**src/ocmd_params.svh**
```systemverilog
// Constants for the operations-channel message decoder.
// Assumes inclusion by its bare name from the decoder files.
`ifndef OCMD_PARAMS_SVH
`define OCMD_PARAMS_SVH
`define OCMD_FRAME_W      12
`define OCMD_ADDR_HI      11
`define OCMD_ADDR_LO      9
`define OCMD_IND_BIT      8
`define OCMD_INFO_HI      7
`define OCMD_ADDR_OWN     3'h0
`define OCMD_ADDR_BCAST   3'h7
`define OCMD_CODE_LB_ALL  8'h50
`define OCMD_CODE_LB_B1   8'h51
`define OCMD_CODE_LB_B2   8'h52
`define OCMD_CODE_CRC_REQ 8'h53
`define OCMD_CODE_CRC_NTF 8'h54
`define OCMD_CODE_NORMAL  8'hFF
`define OCMD_CODE_HOLD    8'h00
`define OCMD_CODE_UTC     8'hAA
`define OCMD_VALID_COUNT  2'h3
`define OCMD_RST_FRAME    12'h000
`endif

```
**src/ocmd_pkg.sv**
```systemverilog
// Types for the operations-channel message decoder.
// Assumes the constants header is compiled alongside.
package ocmd_pkg;
  typedef logic [11:0] ocmd_frame_t;
  typedef enum logic [1:0] {
    OCMD_CLS_ACT  = 2'b00,
    OCMD_CLS_HOLD = 2'b01,
    OCMD_CLS_NORM = 2'b10,
    OCMD_CLS_UNSUP = 2'b11
  } ocmd_cls_t;
endpackage

```
**src/ocmd_link_if.sv**
```systemverilog
// Carrier between the decoder core and the code classifier.
// Assumes one clock domain; purely combinational signals.
`timescale 1ns/1ns
interface ocmd_link_if;
  import ocmd_pkg::*;
  logic [7:0] code;
  logic       isMsg;
  logic       b1Enable;
  ocmd_cls_t  cls;
  modport core (output code, output isMsg, output b1Enable, input cls);
  modport clsf (input code, input isMsg, input b1Enable, output cls);
endinterface

```
**src/ocmd_decoder.sv**
```systemverilog
// Customer-side operations-channel message decoder core.
// Assumes frames arrive as one-cycle strobes from same-clock framing logic.
`timescale 1ns/1ns
`include "ocmd_params.svh"
// Overview of operation
// - Accept address 000 or 111 only
// - Unable-to-comply reply carries address 000
// - Code 50 loops both bearers plus signalling
// - Codes 51/52 loop single bearer, transparent
// - Code FF releases all latched actions
// - Reply AA for validated unsupported message
// - Code 53 corrupts CRC until normal
// - Hold code keeps everything unchanged
// - Improper address answered with hold code
// - Non-standard blocks 1x..4x set aside
// - Internal network blocks 6x..9x set aside
// - Other undefined codes stay reserved
// - Non-standard use never disturbs protocol
// - Frame is address, indicator, info byte
// - Act only after three identical frames
// - Echo each own/broadcast-address frame; UTC from third unknown
// - Actions latch, cleared by separate message
module ocmd_decoder
  import ocmd_pkg::*;
#(
  parameter bit SINGLE_LOOPS = 1'b1
)(
  // Clock and reset
  input  wire logic        core_clk,
  input  wire logic        sys_rst,
  // Received frame
  input  wire logic [11:0] rxFrame,
  input  wire logic        rxValid,
  // Reply frame
  output logic      [11:0] txFrame,
  output logic             txValid,
  // Latched maintenance actions
  output logic             loopAll,
  output logic             loopB1,
  output logic             loopB2,
  output logic             crcCorrupt,
  output logic             crcNotified
);
  //////////////////////////////////////////////////////////////////////
  typedef struct packed {
    ocmd_frame_t lastFrame;
    logic [1:0]  matchCnt;
    ocmd_frame_t tx;
    logic        txV;
    logic        lbAll;
    logic        lbB1;
    logic        lbB2;
    logic        crcReq;
    logic        crcNtf;
  } ocmd_state_t;

  ocmd_state_t st_ff;
  ocmd_state_t nxt_st;
  ocmd_link_if lnk ();

  //////////////////////////////////////////////////////////////////////
  // Reply frame builder
  function automatic ocmd_frame_t mkFrame(input logic [2:0] a, input logic [7:0] c);
    mkFrame = {a, 1'b1, c};
  endfunction

  // Own or broadcast address
  function automatic logic addrOk(input logic [2:0] a);
    addrOk = (a == `OCMD_ADDR_OWN) || (a == `OCMD_ADDR_BCAST);
  endfunction

  // Saturating identical-frame counter
  function automatic logic [1:0] nextCount(
    input logic       same,
    input logic [1:0] cnt
  );
    if (same && cnt != 2'h0) begin
      if (cnt != `OCMD_VALID_COUNT) begin
        nextCount = cnt + 2'h1;
      end else begin
        nextCount = cnt;
      end
    end else begin
      nextCount = 2'h1;
    end
  endfunction

  // Release every latched action
  function automatic ocmd_state_t clearActions(input ocmd_state_t s);
    clearActions        = s;
    clearActions.lbAll  = 1'b0;
    clearActions.lbB1   = 1'b0;
    clearActions.lbB2   = 1'b0;
    clearActions.crcReq = 1'b0;
    clearActions.crcNtf = 1'b0;
  endfunction

  // Latch one action by its code
  function automatic ocmd_state_t setAction(input ocmd_state_t s, input logic [7:0] c);
    setAction = s;
    case (c)
      `OCMD_CODE_LB_ALL: begin
        setAction.lbAll = 1'b1;
      end
      `OCMD_CODE_LB_B1: begin
        setAction.lbB1 = 1'b1;
      end
      `OCMD_CODE_LB_B2: begin
        setAction.lbB2 = 1'b1;
      end
      `OCMD_CODE_CRC_REQ: begin
        setAction.crcReq = 1'b1;
      end
      `OCMD_CODE_CRC_NTF: begin
        setAction.crcNtf = 1'b1;
      end
      default: begin
        setAction = s;
      end
    endcase
  endfunction

  //////////////////////////////////////////////////////////////////////
  // frame field split
  assign lnk.code     = rxFrame[`OCMD_INFO_HI:0];
  assign lnk.isMsg    = rxFrame[`OCMD_IND_BIT];
  assign lnk.b1Enable = SINGLE_LOOPS;

  ocmd_classifier u_cls (
    .lnk (lnk.clsf)
  );

  //////////////////////////////////////////////////////////////////////
  always_comb begin
    logic [2:0] addr;
    logic       third;
    addr  = rxFrame[`OCMD_ADDR_HI:`OCMD_ADDR_LO];
    third = 1'b0;
    nxt_st = st_ff;
    nxt_st.txV = 1'b0;
    if (rxValid) begin
      nxt_st.txV = 1'b1;
      if (!addrOk(addr)) begin
        nxt_st.tx = mkFrame(`OCMD_ADDR_OWN, `OCMD_CODE_HOLD);
        nxt_st.matchCnt = 2'h0;
        nxt_st.lastFrame = `OCMD_RST_FRAME;
      end else begin
        nxt_st.matchCnt = nextCount(rxFrame == st_ff.lastFrame, st_ff.matchCnt);
        nxt_st.lastFrame = rxFrame;
        third = (nxt_st.matchCnt == `OCMD_VALID_COUNT);
        nxt_st.tx = rxFrame;
        if (third) begin
          case (lnk.cls)
            OCMD_CLS_UNSUP: begin
              nxt_st.tx = mkFrame(`OCMD_ADDR_OWN, `OCMD_CODE_UTC);
            end
            OCMD_CLS_NORM: begin
              nxt_st = clearActions(nxt_st);
            end
            OCMD_CLS_HOLD: begin
              nxt_st.lbAll = st_ff.lbAll;
            end
            OCMD_CLS_ACT: begin
              nxt_st = setAction(nxt_st, lnk.code);
            end
            default: nxt_st.tx = rxFrame;
          endcase
        end
      end
    end
  end

  //////////////////////////////////////////////////////////////////////
  always_ff @(posedge core_clk) begin
    if (sys_rst) begin
      st_ff <= '0;
    end else begin
      st_ff <= nxt_st;
    end
  end

  //////////////////////////////////////////////////////////////////////
  // Outputs straight from state

  assign txFrame     = st_ff.tx;
  assign txValid     = st_ff.txV;
  assign loopAll     = st_ff.lbAll;
  assign loopB1      = st_ff.lbB1;
  assign loopB2      = st_ff.lbB2;
  assign crcCorrupt  = st_ff.crcReq;
  assign crcNotified = st_ff.crcNtf;
endmodule

```
**src/ocmd_classifier.sv**
```systemverilog
// Classifies an information field into action, hold, normal or unsupported.
// Assumes combinational use inside the decoder core.
`timescale 1ns/1ns
`include "ocmd_params.svh"
module ocmd_classifier
  import ocmd_pkg::*;
(
  ocmd_link_if.clsf lnk
);
  //////////////////////////////////////////////////////////////////////
  always_comb begin
    lnk.cls = OCMD_CLS_UNSUP;
    if (!lnk.isMsg) begin
      lnk.cls = OCMD_CLS_UNSUP;
    end else begin
      case (lnk.code)
        `OCMD_CODE_LB_ALL,
        `OCMD_CODE_CRC_REQ,
        `OCMD_CODE_CRC_NTF: lnk.cls = OCMD_CLS_ACT;
        `OCMD_CODE_LB_B1,
        `OCMD_CODE_LB_B2: lnk.cls = lnk.b1Enable ? OCMD_CLS_ACT : OCMD_CLS_UNSUP;
        `OCMD_CODE_HOLD: lnk.cls = OCMD_CLS_HOLD;
        `OCMD_CODE_NORMAL: lnk.cls = OCMD_CLS_NORM;
        default: lnk.cls = OCMD_CLS_UNSUP;
      endcase
    end
  end
endmodule

```
**config.mk**
```make
export PLATFORM = sky130hd
export DESIGN_NAME = ocmd_decoder
export DESIGN_NICKNAME = d
export VERILOG_FILES = /design/src/ocmd_pkg.sv /design/src/ocmd_link_if.sv /design/src/ocmd_decoder.sv /design/src/ocmd_classifier.sv
export VERILOG_INCLUDE_DIRS = /design/src
export SDC_FILE = /design/constraint.sdc
export NUM_CORES = 1
export LEC_CHECK = 0
export BUFFER_PORTS_ARGS = -buffer_cell sky130_fd_sc_hd__buf_2
export CORE_ASPECT_RATIO = 1.5
export CORE_MARGIN = 8
export CORE_UTILIZATION = 58
export CTS_BUF_LIST = sky130_fd_sc_hd__clkbuf_8 sky130_fd_sc_hd__clkbuf_16
export DETAILED_ROUTE_END_ITERATION = 10
export PLACE_DENSITY = 0.84
export SLEW_MARGIN = 20
export SYNTH_ARGS = -nofsm -noshare
export SYNTH_HDL_FRONTEND = slang
export SYNTH_HIERARCHICAL = 1
export SYNTH_SLANG_ARGS = --single-unit
```
**constraint.sdc**
```tcl
create_clock -name core_clk -period 3 [get_ports core_clk]
set_input_delay 0.3 -clock core_clk [delete_from_list [all_inputs] [get_ports core_clk]]
set_output_delay 0.3 -clock core_clk [all_outputs]
set_load 0.05 [all_outputs]
```
**Yosys cells after proc, flatten, opt, wreduce, memory -nomap -nowiden**

Index checks and enable logic that the tools add are counted.

- Logic and storage cells: 59
- Output and inout bits: 18
- Bits in registers: 32
- Input port bits: 15

- Bitwise gates (word level): 1
- Multiplexer cells: 17
- Add/subtract/negate cells: 1
- Equal/unequal tests: 17
- Reduce and logical (&&, ||, !) cells: 14

Operators with widths:

| operator | number |
|---|---|
| $eq 8x7->1 const B | 5 |
| $mux 26 | 1 |
| $reduce_and 5->1 | 5 |
| $mux 18 | 1 |
| $eq 12x12->1 | 1 |
| $mux 12 | 1 |
| $mux 2 | 5 |
| $ne 2x1->1 const B | 5 |
| $eq 8x8->1 const B | 1 |
| $logic_not 8->1 | 1 |
| $pmux 4 s2 | 1 |
| $eq 2x2->1 const B | 3 |
| $mux 6 | 1 |
| $pmux 2 s3 | 1 |
| $mux 1 | 5 |
| $reduce_or 5->1 | 1 |
| $reduce_bool 2->1 | 2 |
| $eq 3x3->1 const B | 1 |
| $logic_not 3->1 | 1 |
| $add 2x1->2 const B | 1 |
| $logic_not 2->1 | 1 |
| $ne 2x2->1 const B | 1 |
| $pmux 1 s2 | 1 |
| $reduce_or 2->1 | 1 |
| other kinds (3) | 3 |

**Longest topological paths before layout**

Gate-level depths: netlist (run 1).

- Word-level depth: 8
- Depth in mapped cells: 8
- Mapped depth without buffers: 8

**Cells and area by module**

The synthesis (run 1) kept the hierarchy.

Modules (own cells, without submodules):

| module | times used | area an instance (µm²) | seq. area each (µm²) | cells an instance |
|---|---|---|---|---|
| ocmd_decoder | 1 | 1506.4 | 640.6 | 171 |
| ocmd_classifier | 1 | 91.3 | 0.0 | 14 |

**Least setup slack after synthesis (run 1)**

Ideal clock, no wire load.

- Path kind: input port to flip-flop
- From: input port rxFrame[3]
- To: register st_ff (netlist bit crcCorrupt)
- Stages on the path: 8
- Arrival time: 1737 ps
- Library setup time: 59 ps
- Buffers on the path: 0
- Setup slack: 1204 ps
- Cells stage by stage: or3_4 -> nor3_1 -> o21ai_0 -> nand2b_1 -> a21oi_2 -> and4_4 -> and3_1 -> o211a_1

- Cells in the longest elaborated chain, start to end: 7

RTL lines:

| element | line | text |
|---|---|---|
| start, declared | ocmd_decoder.sv:32 | `input wire logic [11:0] rxFrame,` |
| $eq 8x7->1 | ocmd_classifier.sv:16 | `case (lnk.code)` |
| $reduce_or 5->1 (no source line) | n/a |  |
| $pmux 2 s3 * | ocmd_classifier.sv:16 |  |
| $mux 2 * | ocmd_classifier.sv:13 | `if (!lnk.isMsg) begin` |
| via lnk.cls[0] | ocmd_link_if.sv:9 | `ocmd_cls_t cls;` |
| $logic_not 2->1 / $eq 2x2->1 (equally long branches) | ocmd_decoder.sv:153 | `case (lnk.cls)` |
| $ne 2x1->1 (no source line) / $reduce_bool 2->1 (equally long branches) | n/a |  |
| $reduce_and 5->1 (no source line) | n/a |  |
| end signal, assigned | ocmd_decoder.sv:178 | `st_ff <= nxt_st;` |
| end, declared | ocmd_decoder.sv:57 | `ocmd_state_t st_ff;` |

The timed path passes the listed nets; every way through them passes the cells marked *. The select of a mux whose other input is x is not followed.
A chain may end at the register's enable or synchronous reset.

**Worst setup path in the final report (run 1)**

- From: input port rxFrame[3]
- To: register st_ff (netlist bit crcNotified)

Same word-level chain as after synthesis.

==> results.yml, run 1 <==
clock_network:
  clk_path_buf_depth: 2
  clkSinkCount: 32
  cts_inserted_buffers: 5
  path_clk_slew_ns: 0.07
  cts.htree.levels: 2
  hold_buffers: 0
  cts_resized: 0
  cts_setup_buffers: 0
  cts_tree: "done"
  ctsRootBufferMaster: "clkbuf_8"
  clock_latency_ns: 0.29
power:
  seqPwrFrac: 0.468
  switching_share: 0.244
  p_per_area_mw_per_mm2: 526
  total_leakage_power_nw: 0.752
  power_frac_clock: 0.418
  switchingPower_uw: 230
  peakVddDrop_mv: 0.425
  cell_internal_pwr_uw: 713
  comb_power_share: 0.114
floorplanning:
  std_cell_rows: 23
  die_h_um: 80.3
  die-area_mm2: 0.00472
  start_util: 0.603
  fp.coreArea_mm2: 0.00265
  pin_count: 33
  die_x_um: 58.9
status:
  status: "finished, final reports clean"
worst_hold_path:
  worstHoldEndpoint: "txFrame[4]"
  hold_class: "in2reg"
  min_path_cells: 3
  min_from: "rxFrame[4]"
setup_path:
  worstPathRequired_ns: 3.16
  r2r_cells: 5
  start_kind: "input port"
  arrival_ns: 2.09
  r2r_setup_slack_ns: 1.15
  worst_setup_path_end_kind: "flop"
  cp-startpoint: "rxFrame[3]"
  critPathMaxFanout: 7
  regToRegEndpoint: "txFrame[10]"
  regToRegStartpoint: "st_ff[21]"
  crit_type: "in2reg"
synthesis:
  synth.net_count: 200
  async_flop_share: 0
  netlist_instances: 185
  yosysWarnings: 6
  synth_cell_type_count: 34
  syn_area_per_cell_um2: 8.64
  synth_seq_area_share: 0.401
  yosys_register_bits: 32
  ys.flop_type: "dfxtp_1"
  synth_edf_count: 0
  synth.cell_area_mm2: 0.00160
grt:
  gr-total-overflow: 0
  grt_pass1_vias: 1333
  grt_pass1_wl_um: 5960
  grt_antenna_before_repair: 0
  grt_use_total: 0.162
  grt_max_degree: 31
sta:
  hold_viol_final: 0
  relSlewSlack: 0.648
  grt_setup_unrepaired: "no"
  min_period_over_period: 0.641
  tightest_slew_ns: 0.523
  clock_skew_ns: 0.00883
  min_period_ns: 1.92
  setup_viol: 0
  tns_ns: 0
  max_freq_mhz: 520
  drv_slew: 0
drt:
  via_per_inst: 5.73
  drt_iter0_drc: 59
  ant_nets: 0
  wl_per_cell_um: 15.0
  detailedRoute.firstPassIterationCount: 4
  vias: 1393
  wirelength_um: 3640
  drc_errors: 0
placed_design:
  dp_hpwl_um: 2640
  gp_congestion: 0.804
  numPortBuffers: 32
cells_and_area:
  area_delta_synth_final_pct: 12.1
  drive_gt1_frac: 0.228
  antenna_cells: 0
  layout.nets: 220
  fillerInstances: 242
  multi_input_area_um2: 833
  post-route-util: 0.677
  register_area_um2: 641
run:
  maxCapViolations: 0
## cells by family after synthesis
kind of cell	after synthesis	share of synthesized area
xor gates and xnor gates	13	0.0713
AOI/OAI and AO/OA	45	0.163
and+or+nand+nor	74	0.285
buffers and inverters	20	0.0775
other	1	0.00235
DFF	32	0.401
## metal layers
layer  vias up  track usage  share of wire
met5         -            0              0
met4         0       0.0721          0.020
met3        11       0.0463          0.062
met2        61        0.289           0.52
met1       648        0.169           0.40
li1        673            -              -
## per-stage QoR
step / instances / total power, mW / setup WS (ns) / hold WS, ns / instance area, um2
after floorplan: 185 / 0.528 / 1.20 / 0.439 / 1600
after global placement: 235 / 0.552 / 0.934 / 0.449 / 1680
after detailed placement: 235 / 0.557 / 0.826 / 0.457 / 1680
after CTS: 243 / 0.950 / 1.10 / 0.330 / 1790
after global routing: 243 / 0.980 / 0.977 / 0.343 / 1790
final: 243 / 0.943 / 1.08 / 0.336 / 1790
## cell usage in the layout, fill, tap and decap left out, drive strengths merged, types with 5 or more instances in the layout
| cell | instances |
|---|---|
| clkbuf | 5 |
| o21ai | 7 |
| nor2 | 14 |
| nand3 | 5 |
| dfxtp | 32 |
| a21oi | 29 |
| buf | 32 |
| nand2b | 18 |
| nor2b | 12 |
| xor2 | 12 |
## power by group through the flow
stage | clock network, mW | logic [mW] | registers (mW)
after floorplan | 0 | 0.0755 | 0.452
after global placement | 0 | 0.102 | 0.450
after detailed placement | 0 | 0.106 | 0.451
after CTS | 0.402 | 0.107 | 0.441
after global routing | 0.421 | 0.116 | 0.442
final | 0.395 | 0.107 | 0.441
## worst max path at each step
stage | endpoint
after floorplan | crcCorrupt
after global placement | crcNotified
after detailed placement | crcNotified
after CTS | crcNotified
after global routing | txFrame[5]
final | crcNotified
## sequential cells by signal (all words and copies together) (netlist names)
name	count
loopB2	1
st_ff	14
crcCorrupt	1
txValid	1
loopAll	1
txFrame	12
crcNotified	1
loopB1	1
## Yosys cell counts (4+ instances only)
master | n | share of area
dfxtp_1 | 32 | 0.40
nor2_1 | 14 | 0.033
nand2b_1 | 18 | 0.070
a21oi_1 | 28 | 0.088
o21ai_0 | 7 | 0.022
xor2_1 | 12 | 0.066
nand2_1 | 4 | 0.0094
buf_4 | 13 | 0.061
nand4_1 | 4 | 0.016
nor2b_1 | 12 | 0.047
clkbuf_1 | 6 | 0.014
nand3_1 | 5 | 0.016
## critical path, cell delays in order
cell	delay [ns]
buf_2	0.14
or3_4	0.40
nor3_1	0.27
o21ai_0	0.14
nand2b_1	0.17
a21oi_2	0.10
and4_4	0.27
a21oi_1	0.11
nor2b_1	0.18
## cell type report
type	instances	share of cell area
clock buffer	5	0.0384
inverter	1	0.00209
clock inverter	3	0.0216
sequential	32	0.358
timing repair buffer	32	0.0894
tap	37	0.0258
multi-input combinational	133	0.465
No activity file was read; power rests on OpenSTA's default activity.
==> run 2: changes to the inputs <==
Settings changed: CORE_UTILIZATION 58 to 53, PLACE_DENSITY 0.84 to 0.78.
Clock period 3 ns to 1.8 ns, I/O delays scaled along.
==> run 2 against run 1 <==
Effect of this change:
- flip-flop and latch count unchanged
- cell area increased by 5.2%
- critical endpoint unchanged
- utilization decreased by 2.3 points
- count of clock-buffer cells in the layout unchanged
- non-clock buffer count increased by 12
- cell count increased by 5.3%
- power increased by 52%
- largest power group unchanged
- sequential power increased by 67%
- largest cell class unchanged
- clock power increased by 25%
- via count increased by 2.0%
- highest routed layer unchanged
- routed wire length increased by 6.8%
- clock skew decreased by 0.0051 ns
==> results.yml, run 2 (synthesized netlist as in run 1, its figures left out) <==
clock_network:
  hold_buffers: 0
  cts_inserted_buffers: 5
  path_clk_slew_ns: 0.06
  cts.htree.levels: 2
  ctsRootBufferMaster: "clkbuf_8"
  clk_path_buf_depth: 2
  cts_tree: "done"
  clkSinkCount: 32
  clock_latency_ns: 0.28
floorplanning:
  fp.coreArea_mm2: 0.00288
  die_x_um: 60.8
  start_util: 0.554
  pin_count: 33
  std_cell_rows: 24
  die-area_mm2: 0.00506
  die_h_um: 83.2
run:
  maxCapViolations: 0
setup_path:
  worstPathRequired_ns: 1.97
  arrival_ns: 1.83
  critPathMaxFanout: 6
  crit_type: "in2reg"
  start_kind: "input port"
  worst_setup_path_end_kind: "flop"
drt:
  detailedRoute.firstPassIterationCount: 4
  wl_per_cell_um: 15.2
  via_per_inst: 5.55
  drc_errors: 0
  drt_iter0_drc: 45
  ant_nets: 0
  wirelength_um: 3890
  vias: 1421
sta:
  drv_slew: 0
  clock_skew_ns: 0.00376
  tightest_slew_ns: 0.529
  min_period_ns: 1.66
  min_period_over_period: 0.920
  layout_setup_ws_ns: 0.145
  setup_viol: 0
  grt_setup_unrepaired: "no"
  hold_viol_final: 0
  relSlewSlack: 0.648
  max_freq_mhz: 604
placed_design:
  numPortBuffers: 32
  dp_hpwl_um: 2810
  gp_congestion: 0.855
  pre_cts_slack_ns: -0.155
power:
  switching_share: 0.262
  total_power_mw: 1.43
  comb_power_share: 0.143
  total_leakage_power_nw: 0.804
  power_frac_clock: 0.344
  switchingPower_uw: 375
  seqPwrFrac: 0.513
  p_per_area_mw_per_mm2: 761
  cell_internal_pwr_mw: 1.06
  peakVddDrop_mv: 0.475
cells_and_area:
  fillerInstances: 269
  regMostFlops: "st_ff"
  drive_gt1_frac: 0.272
  layout_common_cells: "dfxtp_1, buf_2, a21oi_1"
  largest_reg_flops: 14
  area_delta_synth_final_pct: 17.9
  antenna_cells: 0
  layout.nets: 232
grt:
  grt_antenna_before_repair: 0
  gr-total-overflow: 0
  grt_pass1_wl_um: 6340
  grt_max_degree: 31
  grt_use_total: 0.163
  grt_pass1_vias: 1406
status:
  status: "finished, final reports clean"
worst_hold_path:
  hold_class: "in2reg"
[run 2: changes by cell type in the layout (fill, tap and decap cells not counted), sizes merged]
cell,delta
buf,+12
bufinv,-1
[run 2: cell type report]
type                            count  area (um2)  share of cell area
Clock buffer                        5        68.8              0.0365
Clock inverter                      2        8.76             0.00465
Inverter                            1        3.75             0.00199
Multi-Input combinational cell    133         838               0.445
Sequential cell                    32         641               0.340
Tap cell                           39        48.8              0.0259
Timing Repair Buffer               44         275               0.146
[run 2: final timing paths]
kind,startpoint,endpoint,slack (ns),depth (start not counted)
max,rxFrame[3],crcNotified,0.14,9
min,rxFrame[2],st_ff[22],0.21,3
max reg2reg,st_ff[25],txFrame[7],0.15,6
min reg2reg,txFrame[5],txFrame[5],0.46,2
[run 2: timing repair]
item	4_1_cts	5_1_grt
resized for setup	0	2
setup endpoints to repair	0	12
setup buffers	0	1
[run 2: power by group through the flow]
stage	Clock (mW)	Combinational, mW	Sequential (mW)
CTS	0.506	0.204	0.735
detailed placement	0	0.203	0.751
global route	0.548	0.221	0.737
floorplan	0	0.126	0.753
global placement	0	0.196	0.750
finish	0.493	0.206	0.735
[run 2: through the flow]
stage	instances	instance area (um2)	util	hold slack, ns	setup TNS [ns]
floorplan	185	1600	-	0.319	0
finish	256	1880	0.654	0.215	0
detailed placement	248	1790	0.622	0.450	-1.21
global placement	248	1790	0.622	0.450	-0.325
CTS	255	1870	0.649	0.208	0
global route	256	1880	0.654	0.223	0
[run 2: per-layer routing]
layer	vias to the layer above	track usage	wire length (um)
li1	695	-	-
met1	654	0.179	1500
met2	64	0.264	2020
met3	8	0.0571	295
met4	0	0.0746	75
met5	-	0	0
[run 2: worst max-delay path, cell delays in order]
cell and delay, ns:
buf_2 0.11, or3_4 0.40, nor3_2 0.20, o21ai_0 0.11, nand2b_1 0.17, a21oi_2 0.11
and4_4 0.27, a21oi_1 0.10, nor2b_1 0.17
==> run 3: changes to the inputs <==
Settings changed: BUFFER_PORTS_ARGS -buffer_cell sky130_fd_sc_hd__buf_2 to unset, CORE_UTILIZATION 53 to 58, DONT_BUFFER_PORTS set to 1, PLACE_DENSITY 0.78 to 0.74.
==> run 3 against run 2 <==
Effect of this change:
- register-to-register slack lost 0.03 ns
- non-clock buffer count shrank 34
- hold slack lost 0.19 ns
- largest cell class unchanged
- clock skew shrank 0.0018 ns
- global-route usage shrank 0.77 points
- via count shrank 11%
- power grew 1.6%
- critical endpoint is now crcCorrupt
- setup slack lost 0.021 ns
- combinational power shrank 48%
==> results.yml, run 3 (synthesized netlist as in run 1, its figures left out) <==
cells_and_area:
  regMostFlops: "st_ff"
  drive_gt1_frac: 0.126
  layout.nets: 198
  fin_area_mm2: 0.00170
  fillerInstances: 247
  final_common_cell: "dfxtp_1"
  largest_reg_flops: 14
  area_delta_synth_final_pct: 6.42
  fin_cells: 220
  layout_common_cells: "dfxtp_1, a21oi_1, nand2b_1"
  antenna_cells: 0
setup_path:
  r2r_setup_slack_ns: 0.12
  critPathMaxFanout: 6
  worst_setup_path_end_kind: "flop"
  crit_type: "reg2reg"
  worstPathRequired_ns: 2.03
  arrival_ns: 1.91
  start_kind: "flop"
power:
  cell_internal_pwr_mw: 1.12
  power_frac_clock: 0.402
  peakVddDrop_mv: 0.632
  p_per_area_mw_per_mm2: 857
  total_leakage_power_nw: 0.639
  comb_power_share: 0.073
  total_power_mw: 1.46
  seqPwrFrac: 0.524
  switchingPower_uw: 340
  switching_share: 0.234
worst_hold_path:
  hold_class: "in2reg"
floorplanning:
  die-area_mm2: 0.00472
  die_h_um: 80.3
  start_util: 0.603
  die_x_um: 58.9
  pin_count: 33
  fp.coreArea_mm2: 0.00265
  std_cell_rows: 23
grt:
  grt_max_degree: 31
  grt_use_total: 0.155
  grt_pass1_wl_um: 5710
  grt_antenna_before_repair: 0
  grt_pass1_vias: 1308
  gr-total-overflow: 0
sta:
  tns_ns: 0
  setup_viol: 0
  hold_slack_ns: 0.0258
  max_freq_mhz: 597
  tightest_slew_ns: 0.959
  min_period_ns: 1.68
  hold_viol_final: 0
  drv_slew: 0
  relSlewSlack: 0.359
  min_period_over_period: 0.931
  clock_skew_ns: 0.00197
  grt_setup_unrepaired: "no"
clock_network:
  path_clk_slew_ns: 0.06
  ctsRootBufferMaster: "clkbuf_8"
  clkSinkCount: 32
  clock_latency_ns: 0.28
  cts.htree.levels: 2
  clk_path_buf_depth: 2
  cts_inserted_buffers: 5
  cts_tree: "done"
  cts_resized: 0
drt:
  via_per_inst: 5.76
  drt_iter0_drc: 38
  wl_per_cell_um: 15.5
  ant_nets: 0
  detailedRoute.firstPassIterationCount: 5
  wirelength_um: 3410
  vias: 1268
  drc_errors: 0
placed_design:
  dp_hpwl_um: 2480
  place_area_mm2: 0.00158
  dp.cells: 210
  numPortBuffers: 0
  gp_congestion: 0.833
run:
  maxCapViolations: 0
status:
  status: "finished, final reports clean"
[run 3: repair_timing]
item                                    in CTS  in global routing
hold buffers                                 2                  0
setup buffers                                0                  1
endpoints found under the hold margin       27                  0
endpoints found under the setup margin       0                  7
[run 3: power by group through the flow]
stage               combinational, mW  sequential (mW)  clock, mW
finish                          0.107            0.764      0.586
global route                    0.118            0.765      0.625
CTS                             0.107            0.764      0.596
detailed placement             0.0938            0.780          0
global placement               0.0921            0.779          0
floorplan                       0.126            0.753          0
[run 3: path summary, 6_finish.rpt]
check,cells after the start,start,end
max,5,st_ff[29],crcCorrupt
min,1,rxValid,txValid
max reg2reg,5,st_ff[29],crcCorrupt
min reg2reg,2,st_ff[30],st_ff[30]
[run 3: layout make-up]
| class | count | area, um2 | share of cell area |
|---|---|---|---|
| multi-input combinational | 133 | 833 | 0.490 |
| inverter | 1 | 3.75 | 0.00221 |
| timing repair buffer | 10 | 80.1 | 0.0471 |
| tap | 37 | 46.3 | 0.0272 |
| clock buffer | 7 | 96.3 | 0.0567 |
| sequential | 32 | 641 | 0.377 |
[run 3: critical path, stage by stage (launching register included)]
cell and delay (ns):
dfxtp_1 0.32, xor2_1 0.17, nor4_2 0.47, and4_4 0.33
and3_1 0.19, o211a_1 0.13
[run 3: per-layer routing]
layer  track usage  part of all wire  vias up
li1              -                 -      623
met1         0.157              0.38      588
met2         0.255              0.50       49
met3        0.0751              0.10        8
met4        0.0793             0.018        0
met5             0                 0        -
[run 3: stage by stage]
stage / setup slack (ns) / utilization
finish: 0.124 / 0.642
global route: 0.00719 / 0.642
CTS: 0.0469 / 0.639
detailed placement: 0.0178 / 0.595
global placement: 0.0409 / 0.595
floorplan: 0.124 / -
